`src/rtl/ccu_pkg.sv`:
```
/*
 Package for the compare condition unit: opcodes, condition codes,
 real-number field layouts and the operation request / result carriers.
 Assumes a single 25 MHz core clock shared by all users.
*/
`default_nettype none
package ccu_pkg;
   // Condition code encodings
   localparam logic [2:0] CCU_CC_LESS = 3'h4;
   localparam logic [2:0] CCU_CC_EQUAL = 3'h2;
   localparam logic [2:0] CCU_CC_GREATER = 3'h1;
   localparam logic [2:0] CCU_CC_UNORD = 3'h0;
   // Instruction opcodes (register format)
   localparam logic [11:0] CCU_OP_CMPINCO = 12'h5A4;
   localparam logic [11:0] CCU_OP_CMPINCI = 12'h5A5;
   localparam logic [11:0] CCU_OP_CMPDECO = 12'h5A6;
   localparam logic [11:0] CCU_OP_CMPDECI = 12'h5A7;
   localparam logic [11:0] CCU_OP_CMPOR = 12'h684;
   localparam logic [11:0] CCU_OP_CMPR = 12'h685;
   localparam logic [11:0] CCU_OP_CMPORL = 12'h694;
   localparam logic [11:0] CCU_OP_CMPRL = 12'h695;
   localparam logic [11:0] CCU_OP_CMPSTR = 12'h603;
   // Single real layout
   localparam int CCU_R_SIGN = 31;
   localparam int CCU_R_EXP_HI = 30;
   localparam int CCU_R_EXP_LO = 23;
   localparam int CCU_R_QUIET = 22;
   localparam int CCU_R_MAN_HI = 22;
   // Long real layout
   localparam int CCU_L_SIGN = 63;
   localparam int CCU_L_EXP_HI = 62;
   localparam int CCU_L_EXP_LO = 52;
   localparam int CCU_L_QUIET = 51;
   localparam int CCU_L_MAN_HI = 51;
   localparam logic [0:0] CCU_ONE = 1'h1;

   // Operation request from the decoder
   typedef struct packed {
      logic [11:0] opcode;
      logic [63:0] src1;
      logic [63:0] src2;
      logic [31:0] len;
   } ccu_req_s;

   // Result towards register file and arithmetic controls
   typedef struct packed {
      logic [2:0] cc;
      logic cc_undef;
      logic dst_we;
      logic [31:0] dst;
      logic invalid_op;
      logic reserved_enc;
      logic fault;
   } ccu_res_s;

   // Floating mask and mode bits from the arithmetic controls
   typedef struct packed {
      logic norm_mode;
      logic invalid_mask;
      logic resenc_mask;
   } ccu_ctl_s;
endpackage : ccu_pkg
`default_nettype wire

```
`src/rtl/ccu_unit.sv`:
```
/*
 Compare condition unit: integer/ordinal compare-and-increment and
 decrement, ordered and unordered real and long-real compares, and
 byte-string compare with a memory read port fetching one byte pair per read, at most one read every two cycles.
 Assumes the decoder holds the request until done_o, and memory answers
 every read with rd_valid_i in some later cycle.
*/
`default_nettype none
module ccu_unit
   import ccu_pkg::*;
(
   input wire logic clk_i,
   input wire logic rst_i,
   input wire logic start_i,
   input wire ccu_req_s req_i,
   input wire ccu_ctl_s ctl_i,
   output logic busy_o,
   output logic done_o,
   output ccu_res_s res_o,
   output logic rd_req_o,
   output logic [31:0] rd_addr1_o,
   output logic [31:0] rd_addr2_o,
   input wire logic rd_valid_i,
   input wire logic [7:0] rd_byte1_i,
   input wire logic [7:0] rd_byte2_i
);

   ////////////////////////////////////////////////////////////////////
   // State machine
   typedef enum logic [2:0] {
      CCU_IDLE = 3'b001,
      CCU_SREQ = 3'b010,
      CCU_SWAIT = 3'b100
   } ccu_state_e;

   ccu_state_e state;
   logic [31:0] str_left;
   logic [31:0] str_off;
   logic [31:0] base1;
   logic [31:0] base2;
   ccu_res_s next_res;
   logic is_str;

   // Integer compare helpers
   function automatic logic [2:0] ccu_cmp3(input logic lt, input logic eq);
      if (lt) begin
         ccu_cmp3 = CCU_CC_LESS;
      end else if (eq) begin
         ccu_cmp3 = CCU_CC_EQUAL;
      end else begin
         ccu_cmp3 = CCU_CC_GREATER;
      end
   endfunction : ccu_cmp3

   ////////////////////////////////////////////////////////////////////
   // Real operand classification
   logic is_long;
   logic [1:0] nan_any;
   logic [1:0] nan_sig;
   logic [1:0] denorm;
   logic [1:0] zero;
   logic [1:0] sgn;
   logic [62:0] mag [2];

   assign is_long = (req_i.opcode == CCU_OP_CMPORL) || (req_i.opcode == CCU_OP_CMPRL);

   // Per-operand classification
   for (genvar g = 0; g < 2; g++) begin : g_cls
      logic [63:0] v;
      logic exp_ones;
      logic exp_zero;
      logic man_nz;
      logic quiet;
      assign v = (g == 0) ? req_i.src1 : req_i.src2;
      assign exp_ones = is_long ? (&v[CCU_L_EXP_HI:CCU_L_EXP_LO])
                                : (&v[CCU_R_EXP_HI:CCU_R_EXP_LO]);
      assign exp_zero = is_long ? ~(|v[CCU_L_EXP_HI:CCU_L_EXP_LO])
                                : ~(|v[CCU_R_EXP_HI:CCU_R_EXP_LO]);
      assign man_nz = is_long ? (|v[CCU_L_MAN_HI:0]) : (|v[CCU_R_MAN_HI:0]);
      assign quiet = is_long ? v[CCU_L_QUIET] : v[CCU_R_QUIET];
      assign nan_any[g] = exp_ones & man_nz;
      assign nan_sig[g] = exp_ones & man_nz & ~quiet;
      assign denorm[g] = exp_zero & man_nz;
      assign zero[g] = exp_zero & ~man_nz;
      assign sgn[g] = is_long ? v[CCU_L_SIGN] : v[CCU_R_SIGN];
      assign mag[g] = is_long ? v[CCU_L_EXP_HI:0] : {32'h0, v[CCU_R_EXP_HI:0]};
   end

   // Real ordering from sign and magnitude
   logic r_eq;
   logic r_lt;
   always_comb begin
      r_eq = (zero[0] && zero[1]) || (sgn[0] == sgn[1] && mag[0] == mag[1]);
      // Plus and minus zero are equal, never less
      if (sgn[0] != sgn[1]) begin
         r_lt = sgn[0] && !r_eq;
      end else begin
         r_lt = sgn[0] ? (mag[0] > mag[1]) : (mag[0] < mag[1]);
      end
   end

   ////////////////////////////////////////////////////////////////////
   // Single-cycle result for non-string operations
   logic ordered;
   logic [31:0] a32;
   logic [31:0] b32;
   always_comb begin
      a32 = req_i.src1[31:0];
      b32 = req_i.src2[31:0];
      ordered = (req_i.opcode == CCU_OP_CMPOR) || (req_i.opcode == CCU_OP_CMPORL);
      is_str = (req_i.opcode == CCU_OP_CMPSTR);
      next_res = '0;
      unique case (req_i.opcode)
         CCU_OP_CMPINCI, CCU_OP_CMPDECI: begin
            next_res.cc = ccu_cmp3($signed(a32) < $signed(b32), a32 == b32);
         end
         CCU_OP_CMPINCO, CCU_OP_CMPDECO: begin
            next_res.cc = ccu_cmp3(a32 < b32, a32 == b32);
         end
         CCU_OP_CMPOR, CCU_OP_CMPR, CCU_OP_CMPORL, CCU_OP_CMPRL: begin
            if (|nan_any) begin
               next_res.cc = CCU_CC_UNORD;
               next_res.invalid_op = ordered ? 1'b1 : (|nan_sig);
            end else begin
               next_res.cc = ccu_cmp3(r_lt, r_eq);
            end
            next_res.reserved_enc = ctl_i.norm_mode & (|denorm);
            next_res.cc_undef = next_res.reserved_enc;
         end
         default: begin
            next_res.cc = CCU_CC_EQUAL;
         end
      endcase
      // Destination write, wrapping without overflow fault
      if (req_i.opcode == CCU_OP_CMPINCI || req_i.opcode == CCU_OP_CMPINCO) begin
         next_res.dst_we = 1'b1;
         next_res.dst = b32 + 32'(CCU_ONE);
      end else if (req_i.opcode == CCU_OP_CMPDECI || req_i.opcode == CCU_OP_CMPDECO) begin
         next_res.dst_we = 1'b1;
         next_res.dst = b32 - 32'(CCU_ONE);
      end
      // Masked exceptions do not fault
      next_res.fault = (next_res.invalid_op & ~ctl_i.invalid_mask)
                     | (next_res.reserved_enc & ~ctl_i.resenc_mask);
   end

   ////////////////////////////////////////////////////////////////////
   // Sequencer and result register
   always_ff @(posedge clk_i) begin
      if (rst_i) begin
         state <= CCU_IDLE;
         done_o <= 1'b0;
         res_o <= '0;
         str_left <= '0;
         str_off <= '0;
         base1 <= '0;
         base2 <= '0;
      end else begin
         done_o <= 1'b0;
         unique case (state)
            CCU_IDLE: begin
               if (start_i && is_str) begin
                  res_o <= next_res;
                  str_left <= req_i.len;
                  str_off <= '0;
                  base1 <= req_i.src1[31:0];
                  base2 <= req_i.src2[31:0];
                  if (req_i.len == 32'h0) begin
                     done_o <= 1'b1;
                  end else begin
                     state <= CCU_SREQ;
                  end
               end else if (start_i) begin
                  res_o <= next_res;
                  done_o <= 1'b1;
               end
            end
            CCU_SREQ: begin
               state <= CCU_SWAIT;
            end
            CCU_SWAIT: begin
               if (rd_valid_i) begin
                  if (rd_byte1_i > rd_byte2_i) begin
                     res_o.cc <= CCU_CC_GREATER;
                     done_o <= 1'b1;
                     state <= CCU_IDLE;
                  end else if (rd_byte1_i < rd_byte2_i) begin
                     res_o.cc <= CCU_CC_LESS;
                     done_o <= 1'b1;
                     state <= CCU_IDLE;
                  end else if (str_left == 32'h1) begin
                     done_o <= 1'b1;
                     state <= CCU_IDLE;
                  end else begin
                     str_left <= str_left - 32'(CCU_ONE);
                     str_off <= str_off + 32'(CCU_ONE);
                     state <= CCU_SREQ;
                  end
               end
            end
         endcase
      end
   end

   // Memory read port and busy flag
   assign rd_req_o = (state == CCU_SREQ);
   assign rd_addr1_o = base1 + str_off;
   assign rd_addr2_o = base2 + str_off;
   assign busy_o = (state != CCU_IDLE);
endmodule : ccu_unit
`default_nettype wire

```
`config.mk`:
```
export PLATFORM = sky130hd
export DESIGN_NAME = ccu_unit
export DESIGN_NICKNAME = d
export VERILOG_FILES = /design/src/rtl/ccu_pkg.sv /design/src/rtl/ccu_unit.sv
export SDC_FILE = /design/constraint.sdc
export NUM_CORES = 1
export LEC_CHECK = 0
export BUFFER_PORTS_ARGS = -buffer_cell sky130_fd_sc_hd__buf_2
export CAP_MARGIN = 10
export CORE_MARGIN = 2
export CORE_UTILIZATION = 40
export CTS_BUF_LIST = sky130_fd_sc_hd__clkbuf_8
export DETAILED_ROUTE_END_ITERATION = 7
export MAX_ROUTING_LAYER = met4
export PLACE_DENSITY = 0.62
export SYNTH_ARGS = -nofsm -noshare
export SYNTH_HDL_FRONTEND = slang
export SYNTH_SLANG_ARGS = --single-unit
```
`constraint.sdc`:
```
create_clock -name clk_i -period 9.5 [get_ports clk_i]
set_input_delay 2.85 -clock clk_i [delete_from_list [all_inputs] [get_ports clk_i]]
set_output_delay 2.85 -clock clk_i [all_outputs]
set_load 0.02 [all_outputs]
```
==> run metrics, run 1 <==
status complete, no violations; Final Hold Vio Count 0; Required @ worst endpoint roughly 6.7 ns; initial antenna violation count 4; total CTS buffers 17; Mean Syn Cell Area 7.377 um2; drt first pass iters 5; Max Transition Viols Final 0; type of the worst min-delay path reg2reg; Crit. End Element primary output; WL final about 50,000 um; Initial DRC Count 887; Post-route DRC 0; vias in the first global route about 14k; met1 usage 0.3549; Yosys top cell area share 0.2468; PortBufs between 300 and 400; share of cells above drive strength 1 0.1759; Comb pwr share 0.139; largest net degree at the start of global routing 76; GR Layer Usage met2 0.4413; Net Sw Power 412.9 uW; Worst Path Arrival 4.34 ns; RSZ-0062 raised after global routing no; Power Dens Cells 90.59 mW/mm2; Reg power frac 0.495; Die W roughly 190 um; Clk pwr share 0.366; final setup fails 0; Synth Area in Compound Gates 0.2168; sw frac 0.2835; Most used DFF post-synth dfxtp_1; number of max-cap violations 0; vias per cell 5.659; yosys warns 0; Final min period 7.195 ns; Tightest Pin Transition 0.9493 ns; CTS tree built; via count of the routed design between 10k and 15k; sequential share of the synthesized area 0.2468; ranking of synthesized cells by area dfxtp_1 25%, ha_1 13%, nand2_1 7.7%; Clk pin slew, worst setup/hold paths 0.09 ns; area of the multi-input gates 0.009797 mm2; count leader, synth nand2_1; Initial Util 0.4035; cells along the critical path ha_1, nor2b_1, o31a_1, o31ai_1, o31a_1, a41oi_1, a21boi_0, a21oi_1, mux2i_1, a2111oi_0, buf_2; detailed placer's ending HPWL ~38,000 um; WS Path Type reg2out; Fillers 3,608; layout net count 2,460; Post-Syn Area 0.01387 mm2; Synth Area in Adders 0.1283; post-route clock period utilization 0.7573; Post-Syn Nets between 2k and 2.5k; row count between 60 and 70; Worst Hold Depth 2; cell type with the largest total area after synthesis dfxtp_1; # H-tree levels 4; post_cts resized 0; post-layout util 0.4677; GR Layer Usage met3 0.04206; crit-path max FO 9; CTS max path bufs 2; drt wl/cell between 15 and 20 um; clk sink count between 150 and 200; RD Place Congestion around 0.90; mux cell area share after synthesis 0.005143; Synth Register Bits 171; CP max-delay cell dfxtp_1; Yosys cell types 83; core area 0.03437 mm2; total grt overflow 0; GRT Overall Usage 0.2721; Internal 1044 uW; Startpoint Class flop; Reg2Reg Depth 8; Commonest cells post-synth 285 x nand2_1, 179 x a21oi_1, 171 x dfxtp_1, 168 x nor2_1, 139 x ha_1; Leak 0.007310 uW; first-pass GRT wire length ~75,000 um; # Post-CTS Setup Buffers 0; P&R area growth vs syn 15.92%; Max Clk Rate 139.0 MHz; Die Span Y 190.2 um; Synth async-reset ratio 0; Clk Tree Root Cell clkbuf_8; largest family of logic cells by synthesized area simple AND/OR/NAND/NOR gates; I/O pin cnt 302; hold buffer count at cts 0; Setup TNS 0 ns; total die area 0.03618 mm2; FF+latch area 0.003423 mm2; Setup Skew 0.01406 ns; worst vdd ir 0.08468 mV; clk_lat worst skew around 0.48 ns; most used routing layer met2; Final ANT Viol Nets 0; CP max stage delay 0.55 ns; xor-xnor portion of the synthesized cell area 0.07073; Post-synth EDFFs 0; Rel. slew slack 0.3619; Post-Synth Simple-Gate Area 0.2840; Synth Instances 1,880; crit-path most repeated cell o31a_1
flip-flops by register name, summed over array words and instances, names as in the netlist:
register / count
res_o: 39
state: 3
base1: 32
str_left: 32
str_off: 32
base2: 32
done_o: 1
cells by family (layout without fill, tap and decap cells):
kind of cell             Yosys count  count (layout)
multiplexers                       7               7
buffers and inverters            163             420
other                              0               4
AND/OR/NAND/NOR                  812             812
AO/OA/AOI/OAI                    474             474
adder cells (fa/ha/maj)          141             141
XOR/XNOR                         112             112
flip-flops                       171             171
critical path: cells and delay by family, from the launching register on:
family,cells,cell delay (ns)
flops,1,0.55
mux,1,0.15
simple gates,1,0.16
fa+ha+maj,1,0.34
buf+inv,1,0.24
compound gates,7,2.42
power groups by stage:
stage	combinational, uW	sequential, uW	clock, uW
6_report	202	721	533
5_1_grt	222	722	572
4_1_cts	201	721	542
3_3_place_gp	198	738	0
3_5_place_dp	200	738	0
2_1_floorplan	92.7	740	0
metal layers:
metal,vias up,part of all wire
met5,-,0
li1,7308,-
met2,447,0.46
met3,49,0.057
met1,6887,0.46
met4,0,0.018
placed cells by master (no fill, tap or decap), types with 18 or more instances in the layout:
cell and count:
xor2_1 38, clkbuf_8 20, and3_1 54, nor4_1 48, or3_1 18, a211oi_1 21
xnor2_1 74, nand2_1 284, nand4_1 51, ha_1 139, a21o_1 35, dfxtp_1 171
a21oi_1 179, nor2_1 167, nand3_1 52, inv_1 79, o21ai_0 81, buf_2 300
nor3_1 52, a22oi_1 28
metrics by stage:
stage               hold slack [ns]  worst slack, ns  power [uW]  cell area, um2  std cells
finish                       0.4538            2.305        1456           16080       2596
global route                 0.4750            1.995        1516           16080       2596
CTS                          0.4562            2.230        1465           16070       2592
detailed placement           0.4432            2.115       938.0           15670       2560
global placement             0.4384            2.217       936.4           15670       2560
floorplan                    0.4400            3.022       832.6           13870       1880
cell type report:
type / count / area share
clock buffers: 20 / 0.01712
repair buffers: 312 / 0.09900
diodes: 4 / 0.0006226
flip-flops and latches: 171 / 0.2129
well taps: 455 / 0.03541
inverters: 76 / 0.01774
multi-input cells: 1546 / 0.6094
clock inverters: 12 / 0.007783
final timing paths:
kind	startpoint	endpoint	slack (ns)
worst max-delay path	str_off[2]	rd_addr1_o[30]	2.31
worst min register to register	res_o[5]	res_o[5]	0.45
worst max register to register	state[0]	str_off[30]	6.39
worst min-delay path	res_o[5]	res_o[5]	0.45
No activity file was read; power rests on OpenSTA's default activity.
==> inputs of run 2 (changes only) <==
Clock period 9.5 ns to 6.85 ns, I/O delays scaled along.
==> run 2 against run 1 <==
Effect of this change:
- critical path type unchanged
- utilization is essentially flat
- non-clock buffer count rose by 3
- combinational power rose by 39%
- global-route usage shrank 0.10 points
- sequential share of layout area about the same
- critical path depth did not move
- largest power group unchanged
- wire length shrank 0.71%
- design area about the same
==> run metrics, run 2 (synthesis gave the netlist of run 1 again) <==
row count 68 (unchanged); clk_lat worst skew 0.48 ns (about the same); detailed placer's ending HPWL 38,440 um (+0.74%); post-layout util 0.4676 (about the same); worst r2r src state[0]; final setup fails 0 (unchanged); drt wl/cell 18.63 um (-0.71%); Crit. End Element primary output; total die area 0.03618 mm2 (unchanged); R2R Path End str_left[9]; Startpoint Class flop; layout net count 2,463 (+0.12%); Tightest Pin Transition 0.9599 ns (+0.01060 ns); drt first pass iters 5 (unchanged); vias in the first global route 13.81k (-1.0%); type of the worst min-delay path reg2reg; worst vdd ir 0.08841 mV (+4.4%); P&R area growth vs syn 15.89% (about the same); post-route clock period utilization 0.9534; first-pass GRT wire length 75,440 um (about the same); most frequent cells in the layout 300 x buf_2, 284 x nand2_1, 179 x a21oi_1, 171 x dfxtp_1, 167 x nor2_1; CTS tree built; Clk Tree Root Cell clkbuf_8; number of max-cap violations 0 (unchanged); RSZ-0062 raised after global routing no; Worst Hold Depth 2 (unchanged); WL final 48,360 um (-0.71%); vias per cell 5.663 (about the same); clk sink count 171 (unchanged); Reg2Reg Depth 9 (+1); crit path to rd_addr1_o[30]; met1 usage 0.3551 (about the same); largest net degree at the start of global routing 75 (-1.3%); Clk pin slew, worst setup/hold paths 0.10 ns (about the same); Final Hold Vio Count 0 (unchanged); Rel. slew slack 0.3547 (-0.007123); Worst Path Arrival 4.48 ns (+0.14 ns); GRT Overall Usage 0.2710 (-0.001048); max reg flops 39 (unchanged); CTS max path bufs 2 (unchanged); Final ANT Viol Nets 0 (unchanged); initial antenna violation count 3 (-1); RD Place Congestion 0.9654 (+7.1%); status complete, no violations; WS Path Type reg2out; # Post-CTS Setup Buffers 0 (unchanged); Max Transition Viols Final 0 (unchanged); Leak 0.007306 uW (about the same); I/O pin cnt 302 (unchanged); R2R Setup Slk 3.65 ns (-2.74 ns); GR Layer Usage met2 0.4337 (-0.007580); Required @ worst endpoint 4.80 ns (-1.85 ns); crit path from str_off[2]; hold buffer count at cts 0 (unchanged); Initial Util 0.4035 (unchanged); # H-tree levels 4 (unchanged); core area 0.03437 mm2 (unchanged); GR Layer Usage met3 0.04114 (-0.0009223); Die W 190.2 um (unchanged); via count of the routed design 14.70k (+0.068%); most common cell after layout, fill and taps aside buf_2; Initial DRC Count 952 (+7.3%); PortBufs 301 (unchanged); total grt overflow 0 (unchanged); Max Clk Rate 153.1 MHz; Final min period 6.531 ns; Setup TNS 0 ns (unchanged); Power Dens Cells 124.6 mW/mm2 (+38%); Post-route DRC 0 (unchanged); most used routing layer met2; Die Span Y 190.2 um (unchanged); post_cts resized 0 (unchanged); Setup Skew 0.02277 ns (+0.008708 ns); Most flops, register res_o; share of cells above drive strength 1 0.1777 (+0.001789); crit-path max FO 9 (unchanged); total CTS buffers 17 (unchanged)
[run 2: cell types whose count changed in the layout (fill, tap and decap cells not counted)]
cell      before  now
clkinv_2       1    3
buf_4         12   15
clkbuf_8      20   17
inv_6          0    4
diode_2        4    3
inv_1         79   76
clkinv_4       3    1
[run 2: worst min path at each step]
stage	startpoint	end
final	res_o[4]	res_o[4]
after global routing	base2[20]	base2[20]
after CTS	res_o[4]	res_o[4]
after detailed placement	res_o[4]	res_o[4]
after global placement	res_o[4]	res_o[4]
after floorplan	base1[0]	base1[0]
[run 2: where the power goes]
group          switching [uW]  total [uW]  internal (uW)
sequential               2.90        1000            997
clock                     399         722            323
combinational             180         280            100
[run 2: worst max-delay path: stages, from the launching register on]
cell and delay, ns:
dfxtp_1 0.55, ha_1 0.34, nor2b_1 0.16, o31a_1 0.29, o31ai_1 0.63, o31a_1 0.29
a41oi_1 0.21, a21boi_0 0.52, a21oi_1 0.21, mux2i_1 0.15, a2111oi_0 0.40, buf_2 0.24
[run 2: through the flow]
stage	cell area, um2	hold slack, ns	power (uW)	std cells	setup WS (ns)
CTS	16060	0.4575	2017	2593	0.3004
global placement	15690	0.4370	1300	2563	0.6541
global route	16070	0.4796	2090	2596	0.03086
floorplan	13870	0.4400	1155	1880	1.167
detailed placement	15690	0.4439	1301	2563	0.5890
finish	16070	0.4559	2003	2596	0.3189
[run 2: final cells by class]
cell class / instances / area [um2]
repair buffers: 315 / 1614
multi-input cells: 1546 / 9797
inverters: 76 / 285.3
well taps: 455 / 569.3
clock inverters: 13 / 141.4
diodes: 3 / 7.507
fillers: 3621 / 18300
clock buffers: 17 / 234.0
flip-flops and latches: 171 / 3423
[run 2: per-layer routing]
metal  vias to the layer above  routed length [um]
met5                         -                   0
met4                         0                1011
met3                        59                2906
met2                       493               22340
met1                      6842               22100
li1                       7307                   -
